--- src/hdl/cls_params.svh ---
// constants of the coprocessor load/store address unit
// assumes: included by bare name from the design files
`ifndef CLS_PARAMS_SVH
`define CLS_PARAMS_SVH
// apb byte offsets
`define CLS_OFF_CTRL 8'h00
`define CLS_OFF_INSTR 8'h04
`define CLS_OFF_BASE 8'h08
`define CLS_OFF_PC 8'h0c
`define CLS_OFF_FLAGS 8'h10
`define CLS_OFF_STAT 8'h14
`define CLS_OFF_WBVAL 8'h18
`define CLS_OFF_ADDR 8'h1c
`define CLS_OFF_WORDS 8'h20
// instruction fields
`define CLS_F_COND 31:28
`define CLS_F_PRE 24
`define CLS_F_UP 23
`define CLS_F_LONG 22
`define CLS_F_WB 21
`define CLS_F_LOAD 20
`define CLS_F_BASE 19:16
`define CLS_F_OFF 7:0
// control and status bits
`define CLS_C_START 0
`define CLS_C_USER 1
`define CLS_S_BUSY 0
`define CLS_S_DONE 1
`define CLS_S_SKIP 2
`define CLS_S_AEXC 3
`define CLS_S_DABT 4
`define CLS_S_UNDEF 5
// reset values and counts
`define CLS_RST_WORD 32'h0000_0000
`define CLS_PC_IDX 4'hf
`define CLS_PC_AHEAD 26'h000_0008
`define CLS_WORD_STEP 26'h000_0004
`define CLS_CLAIM_WAIT 8'h10
`endif

--- src/hdl/cls_pkg.sv ---
// types shared by the coprocessor load/store address unit
// assumes: nothing beyond the params header
package cls_pkg;
	typedef enum logic [1:0] {ST_IDLE, ST_COND, ST_CLAIM, ST_XFER} cls_state_t;
	typedef logic [25:0] cls_addr_t;
	typedef logic [3:0] cls_flags_t;
endpackage

--- src/hdl/cls_agen_if.sv ---
// carrier between the sequencer, the address former and condition check
// assumes: all three sit on one clock, signals are combinational
`timescale 1ns/100ps
interface cls_agen_if;
	import cls_pkg::*;
	logic [31:0] instr;
	logic [31:0] base;
	cls_addr_t pc;
	cls_flags_t flags;
	logic pass;
	logic [31:0] xfer_addr;
	logic [31:0] wb_data;
	logic wb_en;
	logic force_translate_n;
	logic illegal;
	modport core (output instr, base, pc, flags, input pass, xfer_addr,
		wb_data, wb_en, force_translate_n, illegal);
	modport agen (input instr, base, pc, output xfer_addr, wb_data,
		wb_en, force_translate_n, illegal);
	modport cond (input instr, flags, output pass);
endinterface

--- src/hdl/cls_agen.sv ---
// address former: scaled offset, up/down, pre/post index, write-back
// assumes: instruction and base held stable by the sequencer
`timescale 1ns/100ps
`include "cls_params.svh"
module cls_agen
	import cls_pkg::*;
(
	// operands and results
	cls_agen_if.agen ag
);
	wire [31:0] off_w;
	wire [31:0] base_w;
	wire [31:0] moved_w;
	wire pre_w;
	// offset is unsigned, widened and moved to word units
	assign off_w = {22'h0, ag.instr[`CLS_F_OFF], 2'b00};
	// pc base is the bare address, read-ahead added, flags never mixed in
	assign base_w = (ag.instr[`CLS_F_BASE] == `CLS_PC_IDX) ?
		{6'h00, ag.pc + `CLS_PC_AHEAD} : ag.base;
	// up adds, down subtracts: reach of 255 words either way
	assign moved_w = ag.instr[`CLS_F_UP] ? base_w + off_w :
		base_w - off_w;
	assign pre_w = ag.instr[`CLS_F_PRE];
	assign ag.xfer_addr = pre_w ? moved_w : base_w;
	assign ag.wb_data = moved_w;
	// post-index always writes back; w gates write-back only pre-indexed, and post-indexed it forces translation
	assign ag.wb_en = !pre_w || ag.instr[`CLS_F_WB];
	assign ag.force_translate_n = !pre_w && ag.instr[`CLS_F_WB];
	// only the address used is judged; wb value may leave the space
	assign ag.illegal = |ag.xfer_addr[31:26];
endmodule

--- src/hdl/cls_cond.sv ---
// condition check of the instruction against the nzcv flags
// assumes: flags ordered n,z,c,v from bit 3 down
`timescale 1ns/100ps
`include "cls_params.svh"
module cls_cond
	import cls_pkg::*;
(
	// instruction and flags in, verdict out
	cls_agen_if.cond cd
);
	wire n_w;
	wire z_w;
	wire c_w;
	wire v_w;
	logic pass_c;
	assign {n_w, z_w, c_w, v_w} = cd.flags;
	// one verdict per condition code; the last code never runs
	always_comb begin
		unique case (cd.instr[`CLS_F_COND])
			4'h0: pass_c = z_w;
			4'h1: pass_c = !z_w;
			4'h2: pass_c = c_w;
			4'h3: pass_c = !c_w;
			4'h4: pass_c = n_w;
			4'h5: pass_c = !n_w;
			4'h6: pass_c = v_w;
			4'h7: pass_c = !v_w;
			4'h8: pass_c = c_w && !z_w;
			4'h9: pass_c = !c_w || z_w;
			4'ha: pass_c = n_w == v_w;
			4'hb: pass_c = n_w != v_w;
			4'hc: pass_c = !z_w && (n_w == v_w);
			4'hd: pass_c = z_w || (n_w != v_w);
			4'he: pass_c = 1'b1;
			4'hf: pass_c = 1'b0;
		endcase
	end
	assign cd.pass = pass_c;
endmodule

--- src/hdl/cls_top.sv ---
// coprocessor load/store address unit: apb registers and sequencer
// assumes: coprocessor and memory logic share pclk, no synchronisers
`timescale 1ns/100ps
`include "cls_params.svh"
module cls_top
	import cls_pkg::*;
(
	// clock and reset
	input wire logic pclk,
	input wire logic presetn,
	// apb slave
	input wire logic psel,
	input wire logic penable,
	input wire logic pwrite,
	input wire logic [7:0] paddr,
	input wire logic [31:0] pwdata,
	output logic [31:0] prdata,
	output logic pready,
	output logic pslverr,
	// coprocessor side
	output logic [31:0] cp_instr,
	output logic cp_valid,
	input wire logic cp_accept,
	input wire logic cp_last,
	// memory side
	output cls_addr_t mem_addr,
	output logic mem_req,
	output logic mem_write,
	output logic translate_n,
	input wire logic mem_ack,
	input wire logic mem_abort,
	// core side: base write-back and traps
	output logic base_wb_valid,
	output logic [3:0] base_wb_reg,
	output logic [31:0] base_wb_data,
	output logic trap_addr_exc,
	output logic trap_data_abort,
	output logic trap_undef
);
	cls_agen_if ag_if();
	cls_state_t st_r;
	logic [31:0] instr_r;
	logic [31:0] base_r;
	cls_addr_t pc_r;
	cls_flags_t flags_r;
	logic user_r;
	logic [5:1] stat_r;
	logic [31:0] wbval_r;
	logic [31:0] addr_r;
	logic [31:0] words_r;
	logic [7:0] wait_r;
	logic [31:0] prdata_r;
	logic [31:0] cp_instr_r;
	logic cp_valid_r;
	cls_addr_t mem_addr_r;
	logic mem_req_r;
	logic mem_write_r;
	logic translate_n_n_r;
	logic wb_valid_r;
	logic [31:0] wb_data_r;
	logic aexc_r;
	logic dabt_r;
	logic undef_r;

	cls_agen u_agen (
		.ag(ag_if.agen)
	);
	cls_cond u_cond (
		.cd(ag_if.cond)
	);

	// operands to the address former, held in registers while busy
	assign ag_if.instr = instr_r;
	assign ag_if.base = base_r;
	assign ag_if.pc = pc_r;
	assign ag_if.flags = flags_r;

	// apb decode
	wire setup_w = psel && !penable;
	wire access_w = psel && penable;
	wire wr_w = access_w && pwrite;
	wire busy_w = st_r != ST_IDLE;
	wire hit_w = paddr == `CLS_OFF_CTRL || paddr == `CLS_OFF_INSTR ||
		paddr == `CLS_OFF_BASE || paddr == `CLS_OFF_PC ||
		paddr == `CLS_OFF_FLAGS || paddr == `CLS_OFF_STAT ||
		paddr == `CLS_OFF_WBVAL || paddr == `CLS_OFF_ADDR ||
		paddr == `CLS_OFF_WORDS;
	// operand writes are refused while busy so the address stays put
	wire op_wr_w = wr_w && !busy_w;
	wire start_w = op_wr_w && paddr == `CLS_OFF_CTRL &&
		pwdata[`CLS_C_START];
	wire stat_wr_w = wr_w && paddr == `CLS_OFF_STAT;
	assign pready = 1'b1;
	assign pslverr = access_w && !hit_w;

	// sequencer events
	wire claim_ok_w = st_r == ST_CLAIM && cp_accept;
	wire claim_to_w = st_r == ST_CLAIM && !cp_accept &&
		wait_r == `CLS_CLAIM_WAIT - 8'h01;
	wire word_w = st_r == ST_XFER && mem_ack;
	wire end_w = word_w && (cp_last || mem_abort);
	wire skip_w = st_r == ST_COND && !ag_if.pass;
	wire exc_w = claim_ok_w && ag_if.illegal;
	wire wb_w = end_w && ag_if.wb_en;
	wire [5:1] stat_set_w = {claim_to_w, word_w && mem_abort, exc_w,
		skip_w, end_w || skip_w || exc_w || claim_to_w};

	// read data captured in the setup cycle
	logic [31:0] rd_c;
	always_comb begin
		rd_c = `CLS_RST_WORD;
		unique case (paddr)
			`CLS_OFF_CTRL: rd_c = {30'h0, user_r, 1'b0};
			`CLS_OFF_INSTR: rd_c = instr_r;
			`CLS_OFF_BASE: rd_c = base_r;
			`CLS_OFF_PC: rd_c = {6'h00, pc_r};
			`CLS_OFF_FLAGS: rd_c = {28'h0, flags_r};
			`CLS_OFF_STAT: rd_c = {26'h0, stat_r, busy_w};
			`CLS_OFF_WBVAL: rd_c = wbval_r;
			`CLS_OFF_ADDR: rd_c = addr_r;
			`CLS_OFF_WORDS: rd_c = words_r;
			default: rd_c = `CLS_RST_WORD;
		endcase
	end
	always_ff @(posedge pclk or negedge presetn) begin
		if (!presetn) begin
			prdata_r <= `CLS_RST_WORD;
		end else if (setup_w) begin
			prdata_r <= rd_c;
		end
	end

	// operand registers
	always_ff @(posedge pclk or negedge presetn) begin
		if (!presetn) begin
			instr_r <= `CLS_RST_WORD;
			base_r <= `CLS_RST_WORD;
			pc_r <= '0;
			flags_r <= '0;
			user_r <= 1'b0;
		end else if (op_wr_w) begin
			if (paddr == `CLS_OFF_INSTR) instr_r <= pwdata;
			if (paddr == `CLS_OFF_BASE) base_r <= pwdata;
			if (paddr == `CLS_OFF_PC) pc_r <= pwdata[25:0];
			if (paddr == `CLS_OFF_FLAGS) flags_r <= pwdata[3:0];
			if (paddr == `CLS_OFF_CTRL) user_r <= pwdata[`CLS_C_USER];
		end
	end

	// sticky status, write one to clear; a new event beats the clear
	always_ff @(posedge pclk or negedge presetn) begin
		if (!presetn) begin
			stat_r <= '0;
		end else begin
			stat_r <= (stat_r & ~(stat_wr_w ? pwdata[5:1] : 5'h00)) |
				stat_set_w;
		end
	end

	// sequencer state
	always_ff @(posedge pclk or negedge presetn) begin
		if (!presetn) begin
			st_r <= ST_IDLE;
		end else begin
			unique case (st_r)
				ST_IDLE: if (start_w) st_r <= ST_COND;
				ST_COND: st_r <= ag_if.pass ? ST_CLAIM : ST_IDLE;
				ST_CLAIM: begin
					if (exc_w || claim_to_w) st_r <= ST_IDLE;
					else if (claim_ok_w) st_r <= ST_XFER;
				end
				ST_XFER: if (end_w) st_r <= ST_IDLE;
			endcase
		end
	end

	// claim wait counter; no claimant within the window is undefined
	always_ff @(posedge pclk or negedge presetn) begin
		if (!presetn) begin
			wait_r <= 8'h00;
		end else if (st_r == ST_CLAIM) begin
			wait_r <= wait_r + 8'h01;
		end else begin
			wait_r <= 8'h00;
		end
	end

	// offer the instruction; the matching coprocessor claims it
	always_ff @(posedge pclk or negedge presetn) begin
		if (!presetn) begin
			cp_instr_r <= `CLS_RST_WORD;
			cp_valid_r <= 1'b0;
		end else if (skip_w) begin
			cp_valid_r <= 1'b0;
		end else if (st_r == ST_COND) begin
			cp_instr_r <= instr_r;
			cp_valid_r <= 1'b1;
		end else if (claim_ok_w || claim_to_w) begin
			cp_valid_r <= 1'b0;
		end
	end

	// memory cycle: first word at the formed address, then word steps
	always_ff @(posedge pclk or negedge presetn) begin
		if (!presetn) begin
			mem_addr_r <= '0;
			mem_req_r <= 1'b0;
			mem_write_r <= 1'b0;
			translate_n_n_r <= 1'b1;
		end else if (claim_ok_w && !ag_if.illegal) begin
			mem_addr_r <= ag_if.xfer_addr[25:0];
			mem_req_r <= 1'b1;
			mem_write_r <= !instr_r[`CLS_F_LOAD];
			// user mode, or privileged post-index with w, asks translation
			translate_n_n_r <= !(user_r || ag_if.force_translate_n);
		end else if (end_w) begin
			mem_req_r <= 1'b0;
			translate_n_n_r <= 1'b1;
		end else if (word_w) begin
			// later words wrap inside the space and are never checked
			mem_addr_r <= mem_addr_r + `CLS_WORD_STEP;
		end
	end

	// results: first address, words moved, base write-back
	always_ff @(posedge pclk or negedge presetn) begin
		if (!presetn) begin
			addr_r <= `CLS_RST_WORD;
			words_r <= `CLS_RST_WORD;
			wbval_r <= `CLS_RST_WORD;
			wb_valid_r <= 1'b0;
			wb_data_r <= `CLS_RST_WORD;
		end else begin
			wb_valid_r <= wb_w;
			if (claim_ok_w) addr_r <= ag_if.xfer_addr;
			if (start_w) words_r <= `CLS_RST_WORD;
			else if (word_w) words_r <= words_r + 32'h0000_0001;
			if (wb_w) begin
				wbval_r <= ag_if.wb_data;
				wb_data_r <= ag_if.wb_data;
			end
		end
	end

	// trap pulses; an abort still counts its word and does the base write-back
	always_ff @(posedge pclk or negedge presetn) begin
		if (!presetn) begin
			aexc_r <= 1'b0;
			dabt_r <= 1'b0;
			undef_r <= 1'b0;
		end else begin
			aexc_r <= exc_w;
			dabt_r <= word_w && mem_abort;
			undef_r <= claim_to_w;
		end
	end

	// outputs
	assign prdata = prdata_r;
	assign cp_instr = cp_instr_r;
	assign cp_valid = cp_valid_r;
	assign mem_addr = mem_addr_r;
	assign mem_req = mem_req_r;
	assign mem_write = mem_write_r;
	assign translate_n = translate_n_n_r;
	assign base_wb_valid = wb_valid_r;
	assign base_wb_reg = instr_r[`CLS_F_BASE];
	assign base_wb_data = wb_data_r;
	assign trap_addr_exc = aexc_r;
	assign trap_data_abort = dabt_r;
	assign trap_undef = undef_r;

	// checking helpers built apart from the address former
	wire [31:0] chk_off_w = {22'h0, instr_r[7:0], 2'b00};
	wire chk_gpr_w = instr_r[19:16] != 4'hf;
	wire [31:0] chk_up_w = base_r + chk_off_w;
	wire [31:0] chk_dn_w = base_r - chk_off_w;

	property p_cond_skip;
		@(posedge pclk) disable iff (!presetn)
		(st_r == ST_COND && !ag_if.pass) |=> st_r == ST_IDLE &&
			!cp_valid && !mem_req && stat_r[`CLS_S_SKIP];
	endproperty
	a_cond_skip: assert property (p_cond_skip)
		else $error("failed condition still started a transfer");

	property p_pre_addr;
		@(posedge pclk) disable iff (!presetn)
		(claim_ok_w && !ag_if.illegal && instr_r[24] && chk_gpr_w) |=>
			mem_req && mem_addr == (instr_r[23] ? $past(chk_up_w[25:0]) :
			$past(chk_dn_w[25:0]));
	endproperty
	a_pre_addr: assert property (p_pre_addr)
		else $error("pre-indexed address is not base plus or minus offset");

	property p_post_addr;
		@(posedge pclk) disable iff (!presetn)
		(claim_ok_w && !ag_if.illegal && !instr_r[24] && chk_gpr_w) |=>
			mem_addr == $past(base_r[25:0]);
	endproperty
	a_post_addr: assert property (p_post_addr)
		else $error("post-indexed transfer did not use the old base");

	property p_wb_pre;
		@(posedge pclk) disable iff (!presetn)
		(end_w && instr_r[24]) |=> base_wb_valid == $past(instr_r[21]);
	endproperty
	a_wb_pre: assert property (p_wb_pre)
		else $error("pre-indexed write-back does not follow w");

	property p_wb_post;
		@(posedge pclk) disable iff (!presetn)
		(end_w && !instr_r[24] && chk_gpr_w) |=> base_wb_valid &&
			base_wb_data == (instr_r[23] ? $past(chk_up_w) :
			$past(chk_dn_w));
	endproperty
	a_wb_post: assert property (p_wb_post)
		else $error("post-indexed transfer missed its write-back");

	property p_step;
		@(posedge pclk) disable iff (!presetn)
		(word_w && !cp_last && !mem_abort) |=>
			mem_addr == $past(mem_addr) + 26'h000_0004 && mem_req;
	endproperty
	a_step: assert property (p_step)
		else $error("next word address is not one word higher");

	property p_pc_base;
		@(posedge pclk) disable iff (!presetn)
		(claim_ok_w && !ag_if.illegal && !instr_r[24] && !chk_gpr_w) |=>
			mem_addr == $past(pc_r) + 26'h000_0008;
	endproperty
	a_pc_base: assert property (p_pc_base)
		else $error("pc base is not eight bytes ahead");

	property p_translate_n;
		@(posedge pclk) disable iff (!presetn)
		(mem_req && !user_r) |-> translate_n == !(!instr_r[24] &&
			instr_r[21]);
	endproperty
	a_translate_n: assert property (p_translate_n)
		else $error("translate pin wrong in privileged transfer");

	property p_addr_exc;
		@(posedge pclk) disable iff (!presetn)
		(claim_ok_w && ag_if.illegal) |=> trap_addr_exc && !mem_req
			##1 !trap_addr_exc;
	endproperty
	a_addr_exc: assert property (p_addr_exc)
		else $error("illegal first address did not trap exactly once");

	property p_no_late_exc;
		@(posedge pclk) disable iff (!presetn)
		mem_req |-> !trap_addr_exc;
	endproperty
	a_no_late_exc: assert property (p_no_late_exc)
		else $error("address exception raised during the data phase");

	property p_abort;
		@(posedge pclk) disable iff (!presetn)
		(word_w && mem_abort) |=> trap_data_abort && !mem_req &&
			base_wb_valid == $past(ag_if.wb_en) &&
			words_r == $past(words_r) + 32'h0000_0001;
	endproperty
	a_abort: assert property (p_abort)
		else $error("data abort did not trap with write-back");

	property p_wrap;
		@(posedge pclk) disable iff (!presetn)
		(word_w && !cp_last && !mem_abort && &mem_addr[25:2]) |=>
			mem_addr[25:2] == 24'h00_0000;
	endproperty
	a_wrap: assert property (p_wrap)
		else $error("address did not wrap inside the address space");
endmodule

--- config.mk ---
export PLATFORM = sky130hd
export DESIGN_NAME = cls_top
export DESIGN_NICKNAME = d
export VERILOG_FILES = /design/src/hdl/cls_pkg.sv /design/src/hdl/cls_agen_if.sv /design/src/hdl/cls_agen.sv /design/src/hdl/cls_cond.sv /design/src/hdl/cls_top.sv
export VERILOG_INCLUDE_DIRS = /design/src /design/src/hdl
export SDC_FILE = /design/constraint.sdc
export NUM_CORES = 1
export LEC_CHECK = 0
export CAP_MARGIN = 0
export CORE_MARGIN = 10
export CORE_UTILIZATION = 37
export CTS_CLUSTER_SIZE = 25
export DETAILED_ROUTE_END_ITERATION = 8
export DONT_BUFFER_PORTS = 1
export GPL_TIMING_DRIVEN = 1
export PLACE_DENSITY_LB_ADDON = 0.08
export SETUP_SLACK_MARGIN = 0.1
export SYNTH_ARGS = -nofsm -noshare
export SYNTH_HDL_FRONTEND = slang
export SYNTH_HIERARCHICAL = 1
export SYNTH_SLANG_ARGS = --single-unit
--- constraint.sdc ---
create_clock -name pclk -period 5.3 [get_ports pclk]
set_clock_uncertainty 0.2 [all_clocks]
set_input_delay 0.795 -clock pclk [delete_from_list [all_inputs] [get_ports pclk]]
set_output_delay 0.795 -clock pclk [all_outputs]
set_load 0.02 [all_outputs]
Word level (Yosys, flattened, before mapping):

Index checks and enable logic that the tools add are counted.
W data, S select, Z words.

* add/subtract/negate cells: 6
* equal/unequal tests: 34
* mux-type cells: 25
* bitwise operators: 4
* reductions and logical operators: 69

Operator list (count)
* $pmux W32 S9: 1
* $mux W32: 5
* $mux W26: 3
* $eq A4 B4 Y1 const B: 9
* $add A32 B1 Y32 const B: 1
* $add A32 B10 Y32: 1
* $eq A8 B5 Y1 const B: 4
* $sub A32 B10 Y32: 1
* $add A26 B3 Y26 const B: 1
* $add A26 B4 Y26 const B: 1
* $eq A8 B4 Y1 const B: 3
* $logic_and A1 B1 Y1: 21
* $logic_or A1 B1 Y1: 18
* $eq A4 B3 Y1 const B: 4
* $pmux W1 S16: 1
* $reduce_and A2 Y1: 7
* $logic_not A1 Y1: 13
* $mux W2: 5
* $add A8 B1 Y8 const B: 1
* $eq A4 B2 Y1 const B: 2
* $eq A8 B3 Y1 const B: 1
* $eq A8 B6 Y1 const B: 1
* $logic_not A8 Y1: 1
* $mux W8: 1
* 21 further kinds: 32

* register bits after elaboration: 304
* output and inout port bits: 136
* word-level logic and storage cells: 160

Logic depth before layout (Yosys ltp):

* depth after elaboration: 11
* mapped depth: 22
* depth with buffers taken out: 20

By module:

The synthesis kept the hierarchy.

Modules (own cells, without submodules)
* cls_top: times used 1, cells each 1194, area an instance 13783.2 µm²
* cls_agen: times used 1, cells each 448, area an instance 2970.3 µm²
* cls_cond: times used 1, cells each 23, area an instance 155.1 µm²

Worst setup path after synthesis:

Ideal clock, no wire load.

* kind: reg-to-reg
* start point: register pc_r[5] (netlist: ag_if.pc[5])
* end point: register mem_addr_r[16] (netlist: mem_addr[16])
* library setup time: 83 ps
* arrival: 4452 ps
* slack: 565 ps
* cell stages (with the launch flop): 22
* buffers on the path: 2
* clock period less this slack: 4735 ps
* cells stage by stage: dfrtp_1 and3_1 and2_0 nand3_1 nor3_1 nand3_1 xor2_1 o21ai_0 ha_1 clkbuf_1 a211oi_1 nor2_1 nor4_1 o41ai_1 or3_1 a31o_1 a2111oi_4 o211ai_1 nor2_1 clkbuf_1 nand2_1 o21ai_0

* word-level cells in the longest chain between the ends: 10
* elaborated cells on any way between the ends: 13
* those cells by class: 3 x add/sub; 1 x eq/ne; 4 x mux; 5 x reduce/logical

RTL lines
* start, declared: line cls_top.sv:44 `cls_addr_t pc_r;`
* start signal, assigned: line cls_top.sv:144 `` if (paddr == `CLS_OFF_PC) pc_r <= pwdata[25:0]; ``
* $add A26 B4 Y26 (no source line) *
* $mux W32 *: line cls_agen.sv:18 `` assign base_w = (ag.instr[`CLS_F_BASE] == `CLS_PC_IDX) ? ``
* $sub A32 B10 Y32 or $add A32 B10 Y32 (tied branches): line cls_agen.sv:22, cls_agen.sv:21
* $mux W32 *: line cls_agen.sv:21 `` assign moved_w = ag.instr[`CLS_F_UP] ? base_w + off_w : ``
* $mux W32 *: line cls_agen.sv:24 `assign ag.xfer_addr = pre_w ? moved_w : base_w;`
* via ag_if.xfer_addr[30]: line cls_agen_if.sv:11 `logic [31:0] xfer_addr;`
* $reduce_or A6 Y1 *: line cls_agen.sv:30 `assign ag.illegal = |ag.xfer_addr[31:26];`
* via ag_if.illegal: line cls_agen_if.sv:15 `logic illegal;`
* $logic_not A1 Y1 *: line cls_top.sv:210 `end else if (claim_ok_w && !ag_if.illegal) begin`
* $logic_and A1 B1 Y1 *: line cls_top.sv:210
* $ne A2 B1 Y1 (no source line) or $reduce_bool A2 Y1 (tied branches)
* $reduce_and A2 Y1 (no source line)
* end signal, assigned: line cls_top.sv:211 `mem_addr_r <= ag_if.xfer_addr[25:0];`
* end signal, assigned: line cls_top.sv:221 `` mem_addr_r <= mem_addr_r + `CLS_WORD_STEP; ``
* end, declared: line cls_top.sv:55 `cls_addr_t mem_addr_r;`

Mark *: on every way through the listed nets, which the timed path passes. The rest lies on a longest branch.
A chain may end at the register's enable or synchronous reset.

Worst setup path in the final report:

* start point: register pc_r[9] (netlist: ag_if.pc[9])
* end point: register mem_addr_r[16] (netlist: mem_addr[16])

* word-level cells in the longest chain between the ends: 10
* elaborated cells on any way between the ends: 13
* those cells by class: 3 x add/sub; 1 x eq/ne; 4 x mux; 5 x reduce/logical

RTL lines (line)
* $add A26 B4 Y26 (no source line) *
* $mux W32 *: cls_agen.sv:18
* $sub A32 B10 Y32 or $add A32 B10 Y32 (tied branches): cls_agen.sv:22, cls_agen.sv:21
* $mux W32 *: cls_agen.sv:21
* $mux W32 *: cls_agen.sv:24
* $reduce_or A6 Y1 *: cls_agen.sv:30
* via ag_if.illegal: cls_agen_if.sv:15
* $logic_not A1 Y1 *: cls_top.sv:210
* $logic_and A1 B1 Y1 *: cls_top.sv:210
* $ne A2 B1 Y1 (no source line) or $reduce_bool A2 Y1 (tied branches)
* $reduce_and A2 Y1 (no source line)

Marked as above.

==> insert_results.sql <==
INSERT INTO impl_metrics (metric_group, metric, value, unit) VALUES
('run_status', 'status', 'finished with violations', ''),
('run_status', 'failed_checks', 'hold timing', ''),
('clocking', 'cts_tree', 'yes', ''),
('floorplanning', 'initial_core_util', '37.3', '%'),
('placed_design', 'number_of_cells_in_the_design_after_placement', '2255', ''),
('timing', 'post-route-min-period', '4.96', 'ns'),
('route', 'drt.antenna.violating_nets', '0', ''),
('clocking', 'cts_max_level', '2', ''),
('global_route', 'track_usage', '23.2', '%'),
('critical_path', 'reg2regPathDepth', '22', ''),
('critical_path', 'critical_path_peak_fanout', '11', ''),
('final_layout', 'diodes', '0', ''),
('critical_path', 'worstPathRequired', '5.53', 'ns'),
('route', 'routed_via_density', '5.74', ''),
('floorplanning', 'die_area', '54700', 'um2'),
('yosys', 'syn-instance-count', '1665', ''),
('yosys', 'synth-seq-cells', '304', ''),
('placed_design', 'preCtsSetupSlack', '-0.0538', 'ns'),
('timing', 'number_of_max_slew_violations_in_the_final_report', '0', ''),
('yosys', 'number_of_synthesized_flops_with_an_enable_pin', '0', ''),
('final_layout', 'final_net_count', '1790', ''),
('clocking', 'cts-root-to-sink-buffers', '3', ''),
('timing', 'report.final.setup_viol', '0', ''),
('clocking', 'path_clk_slew', '0.06', 'ns'),
('yosys', 'sequential_share_of_the_synthesized_area', '45.0', '%'),
('floorplanning', 'io_pins', '185', ''),
('critical_path', 'timing.rr.start', 'ag_if.pc[9]$_DFFE_PN0P_', ''),
('yosys', 'yosysWarnings', '6', ''),
('placed_design', 'io_buffer_count', '0', ''),
('global_route', 'first_global_vias', '13400', ''),
('critical_path', 'worstSetupStartpoint', 'ag_if.pc[9]$_DFFE_PN0P_', ''),
('pwr', 'leakage', '0.00905', 'uW'),
('timing', 'timing.hold.ws', '-0.269', 'ns'),
('yosys', 'synthesis.nets', '1751', ''),
('final_layout', 'drive_gt1_share', '23.8', '%'),
('timing', 'post-route-period-util', '93.6', '%'),
('global_route', 'grt.overflow.total', '0', ''),
('pwr', 'pwr_density_cell', '296', 'nW/um2'),
('timing', 'rsz0062_at_grt', 'false', ''),
('yosys', 'netlist-cell-type-count', '80', ''),
('yosys', 'postSynthAreaPerCell', '10.2', 'um2'),
('timing', 'timing.final.hold_violations', '264', ''),
('global_route', 'grtUsageMet1', '31.2', '%'),
('run', 'maxCapViolations', '0', ''),
('route', 'drt_drc_violations_left', '0', ''),
('placed_design', 'post-dp-hpwl', '46800', 'um'),
('critical_path', 'timing.rr.end', 'mem_addr[16]$_DFFE_PN0P_', ''),
('yosys', 'synthFlopType', 'sky130_fd_sc_hd__dfrtp_1', ''),
('clocking', 'root_buffer', 'sky130_fd_sc_hd__clkbuf_16', ''),
('route', 'detailedRoute.firstIterationViolations', '983', ''),
('clocking', 'clock_insertion_delay_worst_skew', '0.56', 'ns'),
('pwr', 'worst_ir_drop_vdd', '0.233', 'mV'),
('clocking', 'cts.sink_count', '304', ''),
('floorplanning', 'die_w', '234', 'um'),
('critical_path', 'worstPathArrival', '5.19', 'ns'),
('final_layout', 'syn_to_layout_area_delta', '15.1', '%'),
('timing', 'max_freq', '202', 'MHz'),
('global_route', 'gr-max-usage-layer', 'met2', ''),
('yosys', 'asyncSetResetFlopFracSynth', '100', '%'),
('global_route', 'grt_use_met2', '35.6', '%'),
('route', 'totalWireLength', '65100', 'um'),
('route', 'route.vias.total', '13300', ''),
('placed_design', 'place_congestion', '0.915', ''),
('global_route', 'global_route_wire_length_before_repair', '93700', 'um'),
('final_layout', 'finish.utilization', '43.0', '%'),
('clocking', 'cts-buffers-inserted', '37', ''),
('route', 'drt_pass_1_iters', '5', ''),
('critical_path', 'crit_path_start_kind', 'register', ''),
('floorplanning', 'core_area', '45300', 'um2'),
('floorplanning', 'die_height', '234', 'um'),
('timing', 'max_slew.worst_pin.slew', '1.20', 'ns'),
('final_layout', 'layoutNonFillerInstCount', '2324', ''),
('critical_path', 'worst-r2r-setup-slack', '0.34', 'ns'),
('yosys', 'mappedNetlistArea', '16900', 'um2'),
('global_route', 'antenna_found_initial', '0', ''),
('timing', 'timing.slew.headroom', '20.2', '%'),
('global_route', 'met3_usage', '6.85', '%'),
('floorplanning', 'rows', '78', ''),
('timing', 'postLayoutSetupSlackWorst', '0.340', 'ns'),
('route', 'drt-wirelength-per-cell', '28.0', 'um'),
('critical_path', 'critPathCaptureType', 'register', ''),
('hold_path', 'holdCritPathClass', 'in2async', ''),
('critical_path', 'worstSetupPathType', 'reg2reg', ''),
('global_route', 'grt_max_degree', '305', '');
-- per-layer routing --
metal	up-vias	part of all wire (%)
li1	6081	-
met1	6778	45
met2	396	45
met3	74	8.4
met4	0	2.3
met5	-	0
-- worst max-delay path, cell delays in order (launching register included) --
cell and delay, ns:
sky130_fd_sc_hd__dfrtp_1 0.43, sky130_fd_sc_hd__and3_1 0.25, sky130_fd_sc_hd__nand4_1 0.10, sky130_fd_sc_hd__buf_4 0.17
sky130_fd_sc_hd__buf_4 0.14, sky130_fd_sc_hd__xor2_1 0.14, sky130_fd_sc_hd__o21ai_0 0.27, sky130_fd_sc_hd__ha_1 0.30
sky130_fd_sc_hd__buf_4 0.16, sky130_fd_sc_hd__a21oi_1 0.17, sky130_fd_sc_hd__o21ai_0 0.12, sky130_fd_sc_hd__or3_4 0.36
sky130_fd_sc_hd__a211oi_4 0.27, sky130_fd_sc_hd__nor4_2 0.10, sky130_fd_sc_hd__or3_1 0.39, sky130_fd_sc_hd__and4_1 0.22
sky130_fd_sc_hd__o211ai_1 0.32, sky130_fd_sc_hd__buf_4 0.19, sky130_fd_sc_hd__nor2_4 0.04, sky130_fd_sc_hd__buf_12 0.15
sky130_fd_sc_hd__buf_6 0.16, sky130_fd_sc_hd__nand2_1 0.08, sky130_fd_sc_hd__o21ai_0 0.07
-- registers in the layout (all words and copies together) (netlist names), 4 cells and up --
name,cells
addr_r,32
ag_if.base,32
ag_if.instr,32
base_wb_data,32
cp_instr,32
prdata,32
words_r,32
ag_if.pc,26
mem_addr,26
wait_r,8
stat_r,5
ag_if.flags,4
-- logic make-up (layout without fill, tap and decap cells) --
logic type	Yosys count	after routing	synth area share (%)
XOR/XNOR	115	115	5.96
AND/OR/NAND/NOR	544	544	15.3
AO/OA/AOI/OAI	329	329	13.1
multiplexers	218	218	14.7
adder cells (fa/ha/maj)	37	37	2.78
other	1	1	0.0222
buffers and inverters	117	176	3.12
flip-flops	304	304	45.0
-- Yosys cell counts, types with 6 or more instances --
library cell                number  area [um2]
sky130_fd_sc_hd__a211oi_1       11        82.6
sky130_fd_sc_hd__a21o_1         16         120
sky130_fd_sc_hd__a21oi_1        55         275
sky130_fd_sc_hd__a221o_1        11         110
sky130_fd_sc_hd__a222oi_1       14         140
sky130_fd_sc_hd__a22o_1         11        96.3
sky130_fd_sc_hd__a22oi_1        28         210
sky130_fd_sc_hd__and2_1         12        75.1
sky130_fd_sc_hd__and3_1         20         125
sky130_fd_sc_hd__and4_1          6        52.6
sky130_fd_sc_hd__buf_1           9        33.8
sky130_fd_sc_hd__buf_2          21         105
sky130_fd_sc_hd__buf_4           8        60.1
sky130_fd_sc_hd__clkbuf_1       53         199
sky130_fd_sc_hd__dfrtp_1       303        7580
sky130_fd_sc_hd__ha_1           36         450
sky130_fd_sc_hd__inv_1          21        78.8
sky130_fd_sc_hd__mux2_2        168        1890
sky130_fd_sc_hd__mux2_4         20         300
sky130_fd_sc_hd__mux2i_1        29         290
sky130_fd_sc_hd__nand2_1       230         863
sky130_fd_sc_hd__nand2b_1       10        62.6
sky130_fd_sc_hd__nand3_1        41         205
sky130_fd_sc_hd__nand4_1        38         238
sky130_fd_sc_hd__nor2_1        105         394
sky130_fd_sc_hd__nor2b_1         9        56.3
sky130_fd_sc_hd__nor3_1         26         130
sky130_fd_sc_hd__nor4_1          8        50.1
sky130_fd_sc_hd__o211ai_1        6        45.0
sky130_fd_sc_hd__o21ai_0       107         536
sky130_fd_sc_hd__o2bb2ai_1      17         149
sky130_fd_sc_hd__or2_2           6        37.5
sky130_fd_sc_hd__or3_1           9        56.3
sky130_fd_sc_hd__xnor2_1        40         350
sky130_fd_sc_hd__xor2_1         75         657
-- layout by cell type, fill, tap and decap left out, types with 18 or more instances in the layout --
master                      instances
sky130_fd_sc_hd__inv_1             21
sky130_fd_sc_hd__nor3_1            24
sky130_fd_sc_hd__ha_1              31
sky130_fd_sc_hd__nand2_1          228
sky130_fd_sc_hd__mux2_4            20
sky130_fd_sc_hd__dfrtp_1          302
sky130_fd_sc_hd__nand3_1           37
sky130_fd_sc_hd__xnor2_1           40
sky130_fd_sc_hd__a22oi_1           28
sky130_fd_sc_hd__nand4_1           38
sky130_fd_sc_hd__and3_1            18
sky130_fd_sc_hd__mux2_2           168
sky130_fd_sc_hd__a21oi_1           44
sky130_fd_sc_hd__buf_4             88
sky130_fd_sc_hd__nor2_1           100
sky130_fd_sc_hd__o21ai_0           89
sky130_fd_sc_hd__xor2_1            75
sky130_fd_sc_hd__clkbuf_16         41
sky130_fd_sc_hd__mux2i_1           29
-- report_power, final --
group          internal, uW  switching (uW)
clock network          1460            1030
logic                   248             374
registers              2430             220
-- worst max path at each step --
stage                                          end
after global placement    mem_addr[18]$_DFFE_PN0P_
after detailed placement  mem_addr[16]$_DFFE_PN0P_
after CTS                 mem_addr[24]$_DFFE_PN0P_
after global routing      mem_addr[13]$_DFFE_PN0P_
final                     mem_addr[16]$_DFFE_PN0P_
after floorplan           mem_addr[16]$_DFFE_PN0P_
-- timing repair --
action,4_1_cts,5_1_grt
pin swaps,3,11
setup endpoints to repair,30,34
gates resized for setup,5,66
cloned,0,4
buffers inserted,1,5
endpoints found under the hold margin,304,303
-- per-stage QoR --
step	power [uW]	TNS, ns	cell area, um2
after detailed placement	3240	-0.915	17900
after global routing	5970	0	19500
final	5760	0	19500
after floorplan	2980	0	16900
after global placement	3230	0	17900
after CTS	5740	0	19100
-- layout make-up --
| class | count | area [um2] |
|---|---|---|
| Timing Repair Buffer | 96 | 813 |
| Tap cell | 600 | 751 |
| Inverter | 21 | 78.8 |
| Clock inverter | 5 | 32.5 |
| Fill cell | 4438 | 25800 |
| Multi-Input combinational cell | 1244 | 9050 |
| Sequential cell | 304 | 7610 |
| Clock buffer | 54 | 1120 |
Power figures use the tool's default switching activity.
